<file path="config.mk">
export PLATFORM = sky130hd
export DESIGN_NAME = rjl_exec
export DESIGN_NICKNAME = d
export VERILOG_FILES = /design/src/verilog/rjl_pkg.sv /design/src/verilog/rjl_lane.sv /design/src/verilog/rjl_exec.sv
export SDC_FILE = /design/constraint.sdc
export NUM_CORES = 1
export LEC_CHECK = 0
export ABC_AREA = 1
export BUFFER_PORTS_ARGS = -buffer_cell sky130_fd_sc_hd__buf_2
export CAP_MARGIN = 20
export CORE_AREA = 3 3 192 194
export CTS_BUF_LIST = sky130_fd_sc_hd__clkbuf_2
export CTS_CLUSTER_SIZE = 10
export DETAILED_ROUTE_END_ITERATION = 10
export DIE_AREA = 0 0 195 197
export PLACE_DENSITY = 0.79
export REMOVE_ABC_BUFFERS = 1
export SLEW_MARGIN = 20
export SYNTH_ARGS = -nofsm -noshare
export SYNTH_HDL_FRONTEND = slang
export SYNTH_SLANG_ARGS = --single-unit
</file>
<file path="constraint.sdc">
create_clock -name i_clk -period 3.52 [get_ports i_clk]
set_input_delay 0.704 -clock i_clk [delete_from_list [all_inputs] [get_ports i_clk]]
set_output_delay 0.704 -clock i_clk [all_outputs]
set_load 0.02 [all_outputs]
</file>
<file path="src/verilog/rjl_pkg.sv">
// Shared constants and types for the register jump and load executor.
package rjl_pkg;
   // Width of general registers.
   localparam int XLEN             = 64;
   // Width of the memory bus.
   localparam int BUS_W            = 128;
   // Width of a physical address.
   localparam int PA_W             = 32;
   // Link offset past the jump.
   localparam logic [31:0] LINK_OFS = 32'h0000_0008;
   // Default link register number.
   localparam logic [4:0]  LINK_DEF = 5'h1F;
   // Access sizes sent to memory.
   localparam logic [1:0]  SZ_BYTE  = 2'h0;
   localparam logic [1:0]  SZ_DWORD = 2'h3;
   // Reset value of the program counter.
   localparam logic [31:0] PC_RST   = 32'h0000_0000;

   // Operations this block executes.
   typedef enum logic [2:0] {
      RJL_NOP  = 3'h0,
      RJL_JR   = 3'h1,
      RJL_JUMP_LINK_VIA_REGISTER = 3'h2,
      RJL_LB   = 3'h3,
      RJL_LBU  = 3'h4,
      RJL_LD   = 3'h5
   } rjl_op_e;

   // Load sequencer states, Gray coded.
   typedef enum logic [1:0] {
      RJL_IDLE = 2'b00,
      RJL_XLAT = 2'b01,
      RJL_MEM  = 2'b11
   } rjl_state_e;
endpackage : rjl_pkg

</file>
<file path="src/verilog/rjl_lane.sv">
// Byte and doubleword lane selection and extension for loads.
module rjl_lane
   import rjl_pkg::*;
(
   input  wire logic [BUS_W-1:0] i_quad,     // Returned memory quadword.
   input  wire logic [3:0]       i_vlow,     // Low virtual address bits.
   input  wire logic             i_endian,   // Endian flag.
   input  wire rjl_op_e          i_op,       // Load operation.
   output logic [XLEN-1:0]       o_value     // Value for target register.
);
   logic [3:0] lane;   // Byte lane after endian fold.
   logic       half;   // Doubleword half after endian fold.
   logic [7:0] b;      // Selected byte.

   // Select the lane and extend it as the operation asks.
   always_comb begin
      lane = i_vlow ^ {4{i_endian}};
      half = i_vlow[3] ^ i_endian;
      b    = i_quad[8*lane +: 8];
      case (i_op)
         RJL_LB:  o_value = {{(XLEN-8){b[7]}}, b};
         RJL_LBU: o_value = {{(XLEN-8){1'b0}}, b};
         RJL_LD:  o_value = half ? i_quad[127:64] : i_quad[63:0];
         default: o_value = '0;
      endcase
   end
endmodule : rjl_lane

</file>
<file path="src/verilog/rjl_exec.sv">
// Executor for register jumps and byte/doubleword loads.
module rjl_exec
   import rjl_pkg::*;
(
   input  wire logic             i_clk,        // Core clock.
   input  wire logic             i_nrst,       // Synchronous reset, low.
   input  wire logic             i_valid,      // Instruction offered.
   input  wire rjl_op_e          i_op,         // Decoded operation.
   input  wire logic [31:0]      i_pc,         // Instruction address.
   input  wire logic [XLEN-1:0]  i_src,        // Source or base value.
   input  wire logic [15:0]      i_offset,     // Load offset.
   input  wire logic [4:0]       i_dest,       // Link or target register.
   input  wire logic             i_dest_coded, // Link register was coded.
   input  wire logic             i_slot_fault, // Delay slot raised fault.
   input  wire logic             i_endian,     // Endian flag.
   input  wire logic             i_fetch_req,  // Fetch unit fetches PC.
   input  wire logic             i_xlat_done,  // Translation finished.
   input  wire logic [PA_W-1:0]  i_xlat_pa,    // Physical address.
   input  wire logic             i_xlat_unc,   // Uncached attribute.
   input  wire logic             i_mem_done,   // Memory data returned.
   input  wire logic [BUS_W-1:0] i_mem_data,   // Returned quadword.
   output logic                  o_busy,       // Load in progress.
   output logic                  o_pc_load,    // Program counter loaded.
   output logic [31:0]           o_pc,         // New program counter.
   output logic                  o_fetch_aerr, // Fetch address error.
   output logic                  o_xlat_req,   // Translation request.
   output logic [31:0]           o_xlat_va,    // Virtual address out.
   output logic                  o_mem_req,    // Memory request.
   output logic [PA_W-1:0]       o_mem_pa,     // Folded physical address.
   output logic [1:0]            o_mem_size,   // Access size.
   output logic                  o_mem_unc,    // Uncached access.
   output logic                  o_load_aerr,  // Load address error.
   output logic                  o_wr_en,      // Register write strobe.
   output logic [4:0]            o_wr_idx,     // Register written.
   output logic [XLEN-1:0]       o_wr_data,    // Register write data.
   output logic                  o_restart_vld,// Restart address valid.
   output logic [31:0]           o_restart_pc  // Restart address.
);
   import rjl_pkg::*;

   // Whole state of the executor.
   typedef struct packed {
      rjl_state_e       st;          // Load sequencer state.
      logic             pend;        // Jump waits for its delay slot.
      logic [31:0]      target;      // Captured jump target.
      logic [31:0]      jump_pc;     // Address of pending jump.
      rjl_op_e          lop;         // Load in flight.
      logic [4:0]       lreg;        // Load target register.
      logic [3:0]       vlow;        // Low virtual address bits.
      logic             pc_load;     // Output copies follow.
      logic [31:0]      pc;
      logic             fetch_aerr;
      logic             aligned;     // Last loaded target aligned, or its fetch fault already raised.
      logic             xlat_req;
      logic [31:0]      va;
      logic             mem_req;
      logic [PA_W-1:0]  pa;
      logic [1:0]       size;
      logic             unc;
      logic             load_aerr;
      logic             wr_en;
      logic [4:0]       wr_idx;
      logic [XLEN-1:0]  wr_data;
      logic             rst_vld;
      logic [31:0]      rst_pc;
      logic             busy;        // Load in flight.
   } rjl_state_s;

   rjl_state_s state_reg;   // Registered state.
   rjl_state_s state_next;  // Next state.
   logic [XLEN-1:0] lane_value;  // Extended load value.
   logic [31:0]     ea;          // Effective address of an offered load.

   // Effective address: sign-extended offset plus low base word.
   function automatic logic [31:0] eff_addr(input logic [31:0] base,
                                            input logic [15:0] ofs);
      eff_addr = base + {{16{ofs[15]}}, ofs};
   endfunction : eff_addr

   // Lane selection and extension of returned data.
   rjl_lane u_lane (
      .i_quad   (i_mem_data),
      .i_vlow   (state_reg.vlow),
      .i_endian (i_endian),
      .i_op     (state_reg.lop),
      .o_value  (lane_value)
   );

   assign ea = eff_addr(i_src[31:0], i_offset);

   // Next-state logic for jumps and the load sequencer.
   always_comb begin
      state_next            = state_reg;
      state_next.pc_load    = 1'b0;
      state_next.fetch_aerr = 1'b0;
      state_next.load_aerr  = 1'b0;
      state_next.wr_en      = 1'b0;
      state_next.xlat_req   = 1'b0;
      state_next.mem_req    = 1'b0;
      state_next.rst_vld    = 1'b0;
      // A target fetched while misaligned raises its error now.
      if (i_fetch_req && !state_reg.aligned) begin
         state_next.fetch_aerr = 1'b1;
         state_next.aligned    = 1'b1;
      end
      if (state_reg.pend && i_valid) begin
         // Delay slot instruction is offered now; transfer follows it.
         state_next.pend = 1'b0;
         if (i_slot_fault) begin
            // Restart at the jump so the handler re-executes it.
            state_next.rst_vld = 1'b1;
            state_next.rst_pc  = state_reg.jump_pc;
         end else begin
            state_next.pc_load = 1'b1;
            state_next.pc      = state_reg.target;
            state_next.aligned = (state_reg.target[1:0] == 2'h0);
         end
      end
      case (state_reg.st)
         RJL_IDLE: begin
            if (i_valid && (i_op == RJL_JR || i_op == RJL_JUMP_LINK_VIA_REGISTER)) begin
               // Capture target now, load it after the slot.
               state_next.pend    = 1'b1;
               state_next.target  = i_src[31:0];
               state_next.jump_pc = i_pc;
               if (i_op == RJL_JUMP_LINK_VIA_REGISTER) begin
                  // Source equal to destination is left undefined.
                  state_next.wr_en   = 1'b1;
                  state_next.wr_idx  = i_dest_coded ? i_dest
                                                    : LINK_DEF;
                  state_next.wr_data = {32'h0000_0000,
                                        i_pc + LINK_OFS};
               end
            end else if (i_valid && (i_op == RJL_LB || i_op == RJL_LBU ||
                                     i_op == RJL_LD)) begin
               state_next.lop  = i_op;
               state_next.lreg = i_dest;
               state_next.vlow = ea[3:0];
               state_next.va   = ea;
               if (i_op == RJL_LD && ea[2:0] != 3'h0) begin
                  // Misaligned doubleword stops before translation.
                  state_next.load_aerr = 1'b1;
               end else begin
                  state_next.xlat_req = 1'b1;
                  state_next.st       = RJL_XLAT;
               end
            end
         end
         RJL_XLAT: begin
            state_next.xlat_req = !i_xlat_done;
            if (i_xlat_done) begin
               // Fold low address bits by the endian flag.
               if (state_reg.lop == RJL_LD) begin
                  state_next.pa   = {i_xlat_pa[PA_W-1:4],
                     i_xlat_pa[3:0] ^ {i_endian, 3'h0}};
                  state_next.size = SZ_DWORD;
               end else begin
                  state_next.pa   = {i_xlat_pa[PA_W-1:4],
                     i_xlat_pa[3:0] ^ {4{i_endian}}};
                  state_next.size = SZ_BYTE;
               end
               state_next.unc     = i_xlat_unc;
               state_next.mem_req = 1'b1;
               state_next.st      = RJL_MEM;
            end
         end
         RJL_MEM: begin
            state_next.mem_req = !i_mem_done;
            if (i_mem_done) begin
               state_next.wr_en   = 1'b1;
               state_next.wr_idx  = state_reg.lreg;
               state_next.wr_data = lane_value;
               state_next.st      = RJL_IDLE;
            end
         end
         default: state_next.st = RJL_IDLE;
      endcase
      // Busy follows the sequencer so that the port comes from a flop.
      state_next.busy = (state_next.st != RJL_IDLE);
   end

   // State register with synchronous reset.
   always_ff @(posedge i_clk) begin
      if (!i_nrst) begin
         state_reg         <= '0;
         state_reg.st      <= RJL_IDLE;
         state_reg.lop     <= RJL_NOP;
         state_reg.pc      <= PC_RST;
         state_reg.aligned <= 1'b1;
      end else begin
         state_reg <= state_next;
      end
   end

   assign o_busy        = state_reg.busy;
   assign o_pc_load     = state_reg.pc_load;
   assign o_pc          = state_reg.pc;
   assign o_fetch_aerr  = state_reg.fetch_aerr;
   assign o_xlat_req    = state_reg.xlat_req;
   assign o_xlat_va     = state_reg.va;
   assign o_mem_req     = state_reg.mem_req;
   assign o_mem_pa      = state_reg.pa;
   assign o_mem_size    = state_reg.size;
   assign o_mem_unc     = state_reg.unc;
   assign o_load_aerr   = state_reg.load_aerr;
   assign o_wr_en       = state_reg.wr_en;
   assign o_wr_idx      = state_reg.wr_idx;
   assign o_wr_data     = state_reg.wr_data;
   assign o_restart_vld = state_reg.rst_vld;
   assign o_restart_pc  = state_reg.rst_pc;

   // Link value is PC plus eight with upper word zero.
   a_link_value: assert property (
      @(posedge i_clk) disable iff (!i_nrst)
      (i_valid && i_op == RJL_JUMP_LINK_VIA_REGISTER && state_reg.st == RJL_IDLE) |=>
      (o_wr_en && o_wr_data == {32'h0, $past(i_pc) + 32'h8}))
      else $error("link value wrong");
   // Uncoded link destination goes to register 31.
   a_link_default: assert property (
      @(posedge i_clk) disable iff (!i_nrst)
      (i_valid && i_op == RJL_JUMP_LINK_VIA_REGISTER && !i_dest_coded &&
       state_reg.st == RJL_IDLE) |=> (o_wr_idx == 5'h1F))
      else $error("link register wrong");
   // Transfer waits for the delay slot.
   a_slot_first: assert property (
      @(posedge i_clk) disable iff (!i_nrst)
      o_pc_load |-> $past(state_reg.pend && i_valid))
      else $error("transfer before slot");
   // Loaded PC equals captured target.
   a_target_pc: assert property (
      @(posedge i_clk) disable iff (!i_nrst)
      o_pc_load |-> o_pc == $past(state_reg.target))
      else $error("target wrong");
   // Misaligned target faults only at fetch.
   a_fetch_fault: assert property (
      @(posedge i_clk) disable iff (!i_nrst)
      (o_pc_load && o_pc[1:0] != 2'h0 && !i_fetch_req) |=> !o_fetch_aerr)
      else $error("fault before fetch");
   // Address sent for translation matches the effective address of a signed byte load.
   a_xlat_addr: assert property (
      @(posedge i_clk) disable iff (!i_nrst)
      (i_valid && state_reg.st == RJL_IDLE && i_op == RJL_LB) |=>
      (o_xlat_req && o_xlat_va == $past(ea)))
      else $error("address wrong");
   // Misaligned doubleword never translates.
   a_ld_align: assert property (
      @(posedge i_clk) disable iff (!i_nrst)
      (i_valid && state_reg.st == RJL_IDLE && i_op == RJL_LD &&
       ea[2:0] != 3'h0) |=> (o_load_aerr && !o_xlat_req))
      else $error("misaligned load went on");
   // Memory request follows translation.
   a_mem_after: assert property (
      @(posedge i_clk) disable iff (!i_nrst)
      $rose(o_mem_req) |-> $past(i_xlat_done))
      else $error("memory before translation");
   // Delay slot fault gives the jump address and suppresses the transfer.
   a_restart_pc: assert property (
      @(posedge i_clk) disable iff (!i_nrst)
      (state_reg.pend && i_valid && i_slot_fault) |=>
      (o_restart_vld && !o_pc_load &&
       o_restart_pc == $past(state_reg.jump_pc)))
      else $error("restart wrong");
endmodule : rjl_exec

</file>
==> metrics.cfg, run 1 <==
[placement]
placed_cells_incl_taps = 3221
port_buffers = 465
gp_congestion = 0.957
dp_hpwl_mm = 46.9

[worst_setup_path]
criticalPathCategory = flip-flop to flip-flop
startpoint_type = flip-flop
crit_arrival_ps = 3490
cp_slowest_stage_delay_ps = 410
endpoint_kind = flip-flop
cp_max_fo = 38
crit_family = simple AND/OR/NAND/NOR gates
slowest_stage = inv_2
worstPathRequired_ps = 4340
crit_chain = inv_1, ha_2, buf_4, nand3_2, nand2_2, nand2_4, nor2_4, nand2_2, inv_2, nand3_1, nand3_1, nand2_1, inv_1
crit_buf_inv = 4

[final_layout]
instances_no_fill = 3407
final_nets = 3214
drive_above_1_share_pct = 23.1
fillers = 3531
final_core_util_pct = 55.1
area_delta_synth_final_pct = 12.7
largest_reg_flops = 79

[clock_network]
clk_latency_ps = 940
htreeDepth = 3
cts_buffers = 76
clk_path_buf_depth = 3
root_buffer = clkbuf_2
cts_tree = yes
cts.clk_slew.worst_paths_ps = 120
clkSinkCount = 283

[sta]
finalCritPeriodShare_pct = 75.8
hold_viol = 0
setup_violations = 0
worst_pin_slew_ps = 819
post-route-min-period_ps = 2670
finalMaxSlewViolations = 0
setup-tns-final_ps = 0
relSlewSlack_pct = 45.4
max_freq_ghz = 0.375
rsz0062_at_grt = false
finClkSkew_ps = 80.9

[power]
p_leak_nw = 9.50
power.total_mw = 8.12
peakVddDrop_mv = 0.294
powerDensity_nw_per_um2 = 416

[global_routing]
grt_overflow = 0
antenna_found_initial = 14
grt_max_degree = 78
grt.total_usage_pct = 31.2
first_global_vias = 17600
grt_pass1_wl_mm = 96.4

[floorplan]
std_cell_rows = 69
dieArea_um2 = 38400
core_area_um2 = 35400
ioPinCount = 498
die_x_um = 195
start_util_pct = 48.9
fp.dieH_um = 197

[route]
route.detailed.drc = 0
ant_nets = 0
first_pass_iters = 5
wl_mm = 63.1
vias_per_cell = 5.47
via_count = 18700
drtIter0Drc = 1549
detail_route.wl_per_cell_um = 18.5

[logic_synthesis]
synth_edf_count = 0
ys_types = 47
synth_flop_cell = dfxtp_1
yosys_warnings = 0
syn_avg_cell_area_um2 = 6.62
synth.yosys.seq_area_share_pct = 32.7
async_flop_share_pct = 0
netlist_area_um2 = 17300
ys_seq_elements = 283
syn_inst = 2615

[job]
maxCapViolCount = 0

[run_status]
status = complete, no violations

[hold_path]
hold_class = input port to flip-flop

==> placed cells by master, fill, tap and decap left out, types with 21 or more instances in the layout <==
cell	netlist	routed
o21ai_1	24	24
o211ai_1	47	47
ha_1	36	35
buf_4	200	26
nand3_1	285	285
o21ai_0	177	177
buf_2	30	464
nor2_1	253	251
dfxtp_1	283	283
a21oi_1	217	217
dlygate4sd3_1	0	49
clkbuf_2	0	102
or2_2	39	39
clkinv_1	2	21
nand2_1	592	588
inv_1	167	165
==> path summary, 6_finish.rpt <==
| check | startpoint | end | slack [ps] | cells past startpoint |
|---|---|---|---|---|
| setup reg to reg | state_reg[286] | o_wr_data[27] | 850 | 13 |
| setup / recovery | state_reg[286] | o_wr_data[27] | 850 | 13 |
| hold reg to reg | state_reg[174] | o_fetch_aerr | 430 | 1 |
| hold / removal | i_pc[2] | state_reg[223] | 110 | 3 |
==> report_power, final <==
group / internal, mW / switching, mW
logic: 0.759 / 1.59
registers: 3.39 / 0.116
clock network: 0.850 / 1.41
==> cell families after synthesis <==
kind of cell               share of synthesized area, %
xor gates and xnor gates                           1.47
DFF                                                32.7
adders and majority gates                          2.72
and+or+nand+nor                                    29.9
AOI/OAI and AO/OA                                  16.7
buffers and inverters                              16.5
==> layout make-up <==
type / instances / area [um2] / area share [%]
multi-input combinational: 1809 / 8840 / 45.3
sequential: 283 / 5670 / 29.1
timing repair buffer: 544 / 3110 / 15.9
inverter: 173 / 654 / 3.36
tap: 461 / 577 / 2.96
clock buffer: 102 / 510 / 2.62
clock inverter: 23 / 114 / 0.584
antenna: 12 / 30.0 / 0.154
==> cells in the mapped netlist, types with 10 or more instances <==
library cell    n  area share [%]
a21oi_1       217             6.3
buf_1          13            0.28
buf_2          30            0.87
buf_4         200             8.7
buf_6          13            0.85
clkbuf_1       94             2.0
dfxtp_1       283              33
ha_1           36             2.6
inv_1         167             3.6
nand2_1       592              13
nand3_1       285             8.2
nand4_1        11            0.40
nor2_1        253             5.5
nor3_1         20            0.58
o211ai_1       47             2.0
o21ai_0       177             5.1
o21ai_1        24            0.69
o21ai_2        10            0.51
o21bai_1       20            0.87
or2_2          39             1.4
xnor2_1        12            0.61
xor2_1         17            0.86
==> per-stage QoR <==
step	setup WS [ps]	hold slack (ps)	area [um2]
floorplan	-939	384	15100
detailed placement	583	402	18300
finish	851	110	19500
global route	613	23.0	19500
global placement	561	399	18300
CTS	830	0.971	19500
==> worst register-to-register path: stages (launching register included) <==
cell and delay, ps:
dfxtp_1 360, inv_1 130, ha_2 200, buf_4 370, nand3_2 220, nand2_2 120, nand2_4 70, nor2_4 100
nand2_2 140, inv_2 410, nand3_1 230, nand3_1 130, nand2_1 50, inv_1 70
==> layer usage <==
metal	track usage, %	part of all wire (%)	routed length, um
met1	38.9	41	25600
met4	13.3	3.7	2330
met5	0	0.065	41
met2	52.2	47	29800
met3	6.84	8.5	5390
==> repair_timing <==
item,4_1_cts,5_1_grt
hold buffers,49,0
endpoints found under the hold margin,52,0
setup buffers,0,0
resized for setup,0,0
No activity file was read; power rests on OpenSTA's default activity.
==> run 2, diff against run 1 <==
- CORE_AREA: 3 3 192 194 -> 3 3 193 195
- DIE_AREA: 0 0 195 197 -> 0 0 196 198
- PLACE_DENSITY: 0.79 -> 0.78
- clock period: 3.52 -> 2.5 ns (I/O delays scaled with it)
==> run 2 against run 1 <==
Net effect:
- combinational power rose by 56%
- global-route usage grew 1.5 points
- maximum frequency increased by 16%
- setup slack lost 650 ps
- first-iteration DRC count grew 11%
- total power grew 48%
- sequential share of layout area shrank 2.7 points
- core utilization rose by 5.4 points
- final cell count is 5.9% higher
- critical endpoint is now o_wr_data[1]
- largest cell class unchanged
==> metrics.cfg, run 2 (synthesis gave the netlist of run 1 again) <==
[run_status]
status = complete, no violations

[sta]
max_freq_ghz = 0.436  ; +16%
hold_ws_ps = 102  ; -8.16 ps
post-route-min-period_ps = 2300  ; -373 ps
hold_viol = 0  ; unchanged
relSlewSlack_pct = 44.8  ; -0.61 points
setup_violations = 0  ; unchanged
finalCritPeriodShare_pct = 91.8  ; +16 points
finalMaxSlewViolations = 0  ; unchanged
rsz0062_at_grt = false
worst_pin_slew_ps = 827  ; +8.24 ps
finClkSkew_ps = 60.4  ; -20.5 ps

[final_layout]
area_delta_synth_final_pct = 24.4
most-common-layout-cells = nand2_1 (589), buf_2 (464), nand3_1 (285), dfxtp_1 (283), nor2_1 (251)
mostFrequentLayoutCell = nand2_1
fillers = 3311  ; -6.2%
instances_no_fill = 3609  ; +5.9%
postLayoutCellArea_um2 = 21500  ; +10%
final_nets = 3432  ; +6.8%
drive_above_1_share_pct = 24.2  ; +1.1 points
largest_reg_flops = 79  ; unchanged

[clock_network]
root_buffer = clkbuf_2
clk_latency_ps = 940  ; about the same
htreeDepth = 3  ; unchanged
post_cts_resized = 0  ; unchanged
cts_tree = yes
clk_path_buf_depth = 3  ; unchanged
cts_buffers = 78  ; +2.6%
cts.clk_slew.worst_paths_ps = 100  ; -20 ps
post_cts_buffers = 0  ; unchanged
clkSinkCount = 283  ; unchanged
cts_hold_buf = 188  ; +280%

[route]
via_count = 19600  ; +5.2%
wl_mm = 66.3  ; +5.0%
vias_per_cell = 5.44  ; -0.71%
detail_route.wl_per_cell_um = 18.4  ; -0.87%
first_pass_iters = 6  ; +1
drtIter0Drc = 1721  ; +11%
ant_nets = 0  ; unchanged
route.detailed.drc = 0  ; unchanged

[floorplan]
ioPinCount = 498  ; unchanged
start_util_pct = 48.7  ; -0.24 points
dieArea_um2 = 38800  ; +1.0%
fp.dieH_um = 198  ; +0.51%
die_x_um = 196  ; +0.51%
core_area_um2 = 35600  ; +0.49%
std_cell_rows = 69  ; unchanged

[global_routing]
antenna_found_initial = 2  ; -12
grt_pass1_wl_mm = 102  ; +5.7%
first_global_vias = 19000  ; +7.8%
grt_overflow = 0  ; unchanged
grt.total_usage_pct = 32.6  ; +1.5 points
grt_max_degree = 76  ; -2.6%

[power]
p_leak_nw = 10.5  ; +10%
power.total_mw = 12.0  ; +48%
peakVddDrop_mv = 0.395  ; +34%
powerDensity_nw_per_um2 = 560  ; +34%

[placement]
gp_congestion = 0.981  ; +2.5%
port_buffers = 465  ; unchanged
placed_cell_area_um2 = 19000  ; +3.4%
placed_cells_incl_taps = 3298  ; +2.4%
dp_hpwl_mm = 47.8  ; +1.9%

[worst_setup_path]
cp_slowest_stage_delay_ps = 560  ; +150 ps
crit_family = buffers and inverters
crit_arrival_ps = 3110  ; -380 ps
criticalPathCategory = flip-flop to flip-flop
slowest_stage = dlygate4sd3_1
cp_max_fo = 75  ; +97%
crit_chain = or2_2, nand2_2, inv_2, buf_12, o21ai_0, o21bai_1, dlygate4sd3_1, nand2_1, a21oi_1, nor2_1
startpoint_type = flip-flop
crit_buf_inv = 3  ; -1
worstPathRequired_ps = 3310  ; -1030 ps
endpoint_kind = flip-flop

[job]
maxCapViolCount = 0  ; unchanged

[hold_path]
hold_class = input port to flip-flop

==> run 2: changes by cell type in the layout (fill, tap and decap cells not counted), moves of 2 or more <==
cell,previous run,this run
clkinv_1,21,10
buf_12,5,8
clkbuf_2,102,109
dlygate4sd3_1,49,188
inv_2,7,5
diode_2,12,2
buf_4,26,100
bufinv_16,1,3
==> run 2: layout make-up <==
cell class / count / area, um2 / area share [%]
Clock buffer: 109 / 546 / 2.53
Timing Repair Buffer: 760 / 5110 / 23.8
Antenna cell: 2 / 5.00 / 0.0233
Tap cell: 461 / 577 / 2.68
Multi-Input combinational cell: 1809 / 8830 / 41.0
Clock inverter: 12 / 125 / 0.581
Sequential cell: 283 / 5670 / 26.3
Inverter: 173 / 654 / 3.04
==> run 2: final timing paths <==
path	startpoint	end	slack (ps)	cells past startpoint
worst max-delay path	o_xlat_va[3]	o_wr_data[1]	200	10
worst min-delay path	i_mem_data[117]	o_wr_data[53]	100	6
worst max register to register	o_xlat_va[3]	o_wr_data[1]	200	10
worst min register to register	state_reg[174]	o_fetch_aerr	430	1
==> run 2: report_power, final <==
group | switching, mW | internal, mW | leakage, nW
sequential | 0.167 | 4.78 | 2.29
clock | 1.98 | 1.45 | 0.512
combinational | 2.33 | 1.34 | 7.66
total | 4.48 | 7.57 | 10.5
==> run 2: routing by layer <==
metal | share of wire [%] | track usage, % | vias to the layer above
met3 | 9.3 | 7.52 | 214
met2 | 47 | 54.4 | 1004
li1 | - | - | 9395
met4 | 4.7 | 16.1 | 2
met1 | 39 | 39.8 | 9003
met5 | 0.026 | 0 | -
==> run 2: stage by stage <==
stage / setup WS, ps / util (%) / setup TNS (ps)
after CTS: 267 / 60.5 / 0
after detailed placement: -65.7 / 53.3 / -86.8
after global routing: 63.6 / 60.5 / 0
after global placement: 4.73 / 53.3 / 0
after floorplan: -1960 / - / -285880
final: 204 / 60.5 / 0
==> run 2: worst reg2reg max path: cells and delay by family (launching register included) <==
| kind | cells | cell delay (ps) |
|---|---|---|
| DFF | 1 | 360 |
| buffers and inverters | 3 | 810 |
| and+or+nand+nor | 4 | 540 |
| AOI/OAI and AO/OA | 3 | 500 |
==> run 3, diff against run 2 <==
- BUFFER_PORTS_ARGS: -buffer_cell sky130_fd_sc_hd__buf_2 -> not set
- CORE_AREA: 3 3 193 195 -> 3 3 194 196
- DIE_AREA: 0 0 196 198 -> 0 0 197 199
- DONT_BUFFER_PORTS: not set -> 1
- PLACE_DENSITY: 0.78 -> 0.66
==> run 3 against run 2 <==
Net effect:
- via count is 7.0% lower
- routed wire length is 0.54% lower
- clock skew is 1.7 ps lower
- core utilization is 5.7 points lower
- clock power hardly changed
- sequential share of layout area is 2.2 points higher
- first-iteration DRC count is 13% lower
- non-clock buffer count is 420 lower
- cell area is 7.7% lower
- total power is 2.3% lower
- die area is 1.0% higher
- critical endpoint is now o_busy
- highest routed layer unchanged
==> metrics.cfg, run 3 (synthesis gave the netlist of run 1 again) <==
[final_layout]
most-common-layout-cells = nand2_1 (588), nand3_1 (283), dfxtp_1 (283), dlygate4sd3_1 (282), nor2_1 (249)
area_delta_synth_final_pct = 14.8
final_nets = 3013  ; -12%
instances_no_fill = 3212  ; -11%
mostFrequentLayoutCell = nand2_1
largest_reg_flops = 79  ; unchanged
drive_above_1_share_pct = 9.32  ; -15 points

[clock_network]
clk_path_buf_depth = 3  ; unchanged
clk_latency_ps = 970  ; +30 ps
cts_buffers = 79  ; +1.3%
root_buffer = clkbuf_2
clkSinkCount = 283  ; unchanged
htreeDepth = 3  ; unchanged
cts_tree = yes
cts.clk_slew.worst_paths_ps = 100  ; about the same

[sta]
hold_ws_ps = 81.3  ; -20.2 ps
rsz0062_at_grt = false
setup_violations = 0  ; unchanged
finalCritPeriodShare_pct = 96.9  ; +5.0 points
hold_viol = 0  ; unchanged
relSlewSlack_pct = 46.1  ; +1.3 points
post-route-min-period_ps = 2420  ; +126 ps
worst_pin_slew_ps = 808  ; -18.9 ps
finClkSkew_ps = 58.7  ; -1.67 ps
setup_ws_ps = 77.7  ; -126 ps
finalMaxSlewViolations = 0  ; unchanged
setup-tns-final_ps = 0  ; unchanged
max_freq_ghz = 0.413  ; -5.2%

[job]
maxCapViolCount = 0  ; unchanged

[worst_setup_path]
startpoint_type = input port
cp-endpoint = o_busy
path_depth = 10  ; unchanged
worst-r2r-cell-count = 9  ; -1
worstReg2RegEnd = o_wr_data[51]
cp_max_fo = 3  ; -96%
crit_path_frequent_cell = nand3_1
startpoint = i_offset[0]
reg2reg_from = o_xlat_va[3]
crit_family = buffers and inverters
crit_buf_inv = 2  ; -1
cp_slowest_stage_delay_ps = 610  ; +50 ps
crit_chain = dlygate4sd3_1, ha_2, fa_1, dlygate4sd3_1, o31ai_1, nand3_1, nand3_1, nand3_1, nand2_1, a21oi_1
criticalPathCategory = input port to flip-flop
worstPathRequired_ps = 3360  ; +50 ps
crit_arrival_ps = 3290  ; +180 ps
endpoint_kind = flip-flop
r2r_setup_slack_ps = 180  ; -20 ps
slowest_stage = dlygate4sd3_1

[floorplan]
std_cell_rows = 70  ; +1.4%
dieArea_um2 = 39200  ; +1.0%
ioPinCount = 498  ; unchanged
core_area_um2 = 36300  ; +1.9%
fp.dieH_um = 199  ; +0.51%
start_util_pct = 47.7  ; -0.93 points
die_x_um = 197  ; +0.51%

[route]
detail_route.wl_per_cell_um = 20.5  ; +12%
route.detailed.drc = 0  ; unchanged
ant_nets = 0  ; unchanged
first_pass_iters = 6  ; unchanged
wl_mm = 65.9  ; -0.54%
drtIter0Drc = 1497  ; -13%
vias_per_cell = 5.68  ; +4.5%
via_count = 18300  ; -7.0%

[global_routing]
grt_pass1_wl_mm = 99.6  ; -2.3%
grt_overflow = 0  ; unchanged
first_global_vias = 17700  ; -6.9%
grt_max_degree = 118  ; +55%
antenna_found_initial = 9  ; +7
grt.total_usage_pct = 32.2  ; -0.45 points

[placement]
dp_hpwl_mm = 44.2  ; -7.5%
gp_congestion = 0.934  ; -4.7%
port_buffers = 0  ; -100%
place_worst_setup_slack_ps = 18.4  ; +84.1 ps
placed_cells_incl_taps = 2786  ; -16%

[power]
p_int_mw = 7.29  ; -3.6%
p_leak_nw = 8.47  ; -19%
seqPwrFrac_pct = 44.5  ; +3.4 points
p_comb_share_pct = 26.1  ; -4.4 points
powerDensity_nw_per_um2 = 592  ; +5.8%
clkPwrFrac_pct = 29.4  ; +0.9 points
peakVddDrop_mv = 0.375  ; -5.0%
power.total_mw = 11.8  ; -2.3%
p_sw_share_pct = 38.0  ; +0.79 points
switchingPower_mw = 4.47  ; -0.27%

[run_status]
status = complete, no violations

[hold_path]
hold_class = input port to flip-flop

-- run 3: cell types whose count changed in the layout (fill, tap and decap cells not counted), sizes merged --
cell          previous run  this run
buf                    572        56
dlygate4sd3            188       282
clkinv                  11        24
diode                    2         7
clkbuf                 109       105
inv                    171       174
dlymetal6s4s             0         2
bufinv                   3         2
-- run 3: routing by layer --
metal | routed length, um | global-route usage, % | share of wire, % | up-vias
met1 | 25100 | 36.9 | 38 | 8454
li1 | - | - | - | 8571
met5 | 57 | 0 | 0.086 | -
met3 | 7020 | 11.9 | 11 | 248
met2 | 30500 | 53.5 | 46 | 971
met4 | 3270 | 15.3 | 5.0 | 8
-- run 3: how the worst min path moves through the flow --
| stage | startpoint | to | slack [ps] | cells after the start |
|---|---|---|---|---|
| after floorplan | state_reg[174] | o_fetch_aerr | 380 | 1 |
| after global placement | state_reg[174] | o_fetch_aerr | 390 | 1 |
| after detailed placement | state_reg[174] | o_fetch_aerr | 400 | 1 |
| after CTS | i_offset[11] | o_xlat_va[11] | 0.04 | 4 |
| after global routing | i_offset[11] | o_xlat_va[11] | 2 | 4 |
| final | i_mem_data[74] | o_wr_data[10] | 80 | 5 |
-- run 3: timing repair --
action / 4_1_cts / 5_1_grt
buffers inserted: 0 / 1
hold endpoints to repair: 282 / 1
setup endpoints to repair: 0 / 52
resized for setup: 0 / 18
hold buffers: 286 / 1
-- run 3: metrics by stage --
step | util (%) | cell area [um2]
floorplan | - | 15100
global placement | 44.7 | 16200
detailed placement | 44.7 | 16200
CTS | 54.5 | 19800
global route | 54.8 | 19900
finish | 54.8 | 19900
-- run 3: power by group through the flow --
stage                     Sequential [mW]  Combinational, mW  Clock, mW
final                                5.23               3.07       3.46
after global placement               5.32               2.40          0
after global routing                 5.26               3.35       3.80
after CTS                            5.22               2.97       3.55
after floorplan                      5.25               1.67          0
after detailed placement             5.33               2.44          0
-- run 3: final cells by class --
type / count / area, um2
fillers: 3540 / 16400
multi-input cells: 1809 / 8890
flip-flops and latches: 283 / 5670
repair buffers: 340 / 3360
inverters: 173 / 654
well taps: 468 / 586
clock buffers: 105 / 526
clock inverters: 27 / 163
diodes: 7 / 17.5
-- run 3: tightest hold or removal path, delay by kind of cell --
family	cells	cell delay (ps)
AO/OA/AOI/OAI	3	340
AND/OR/NAND/NOR	2	140
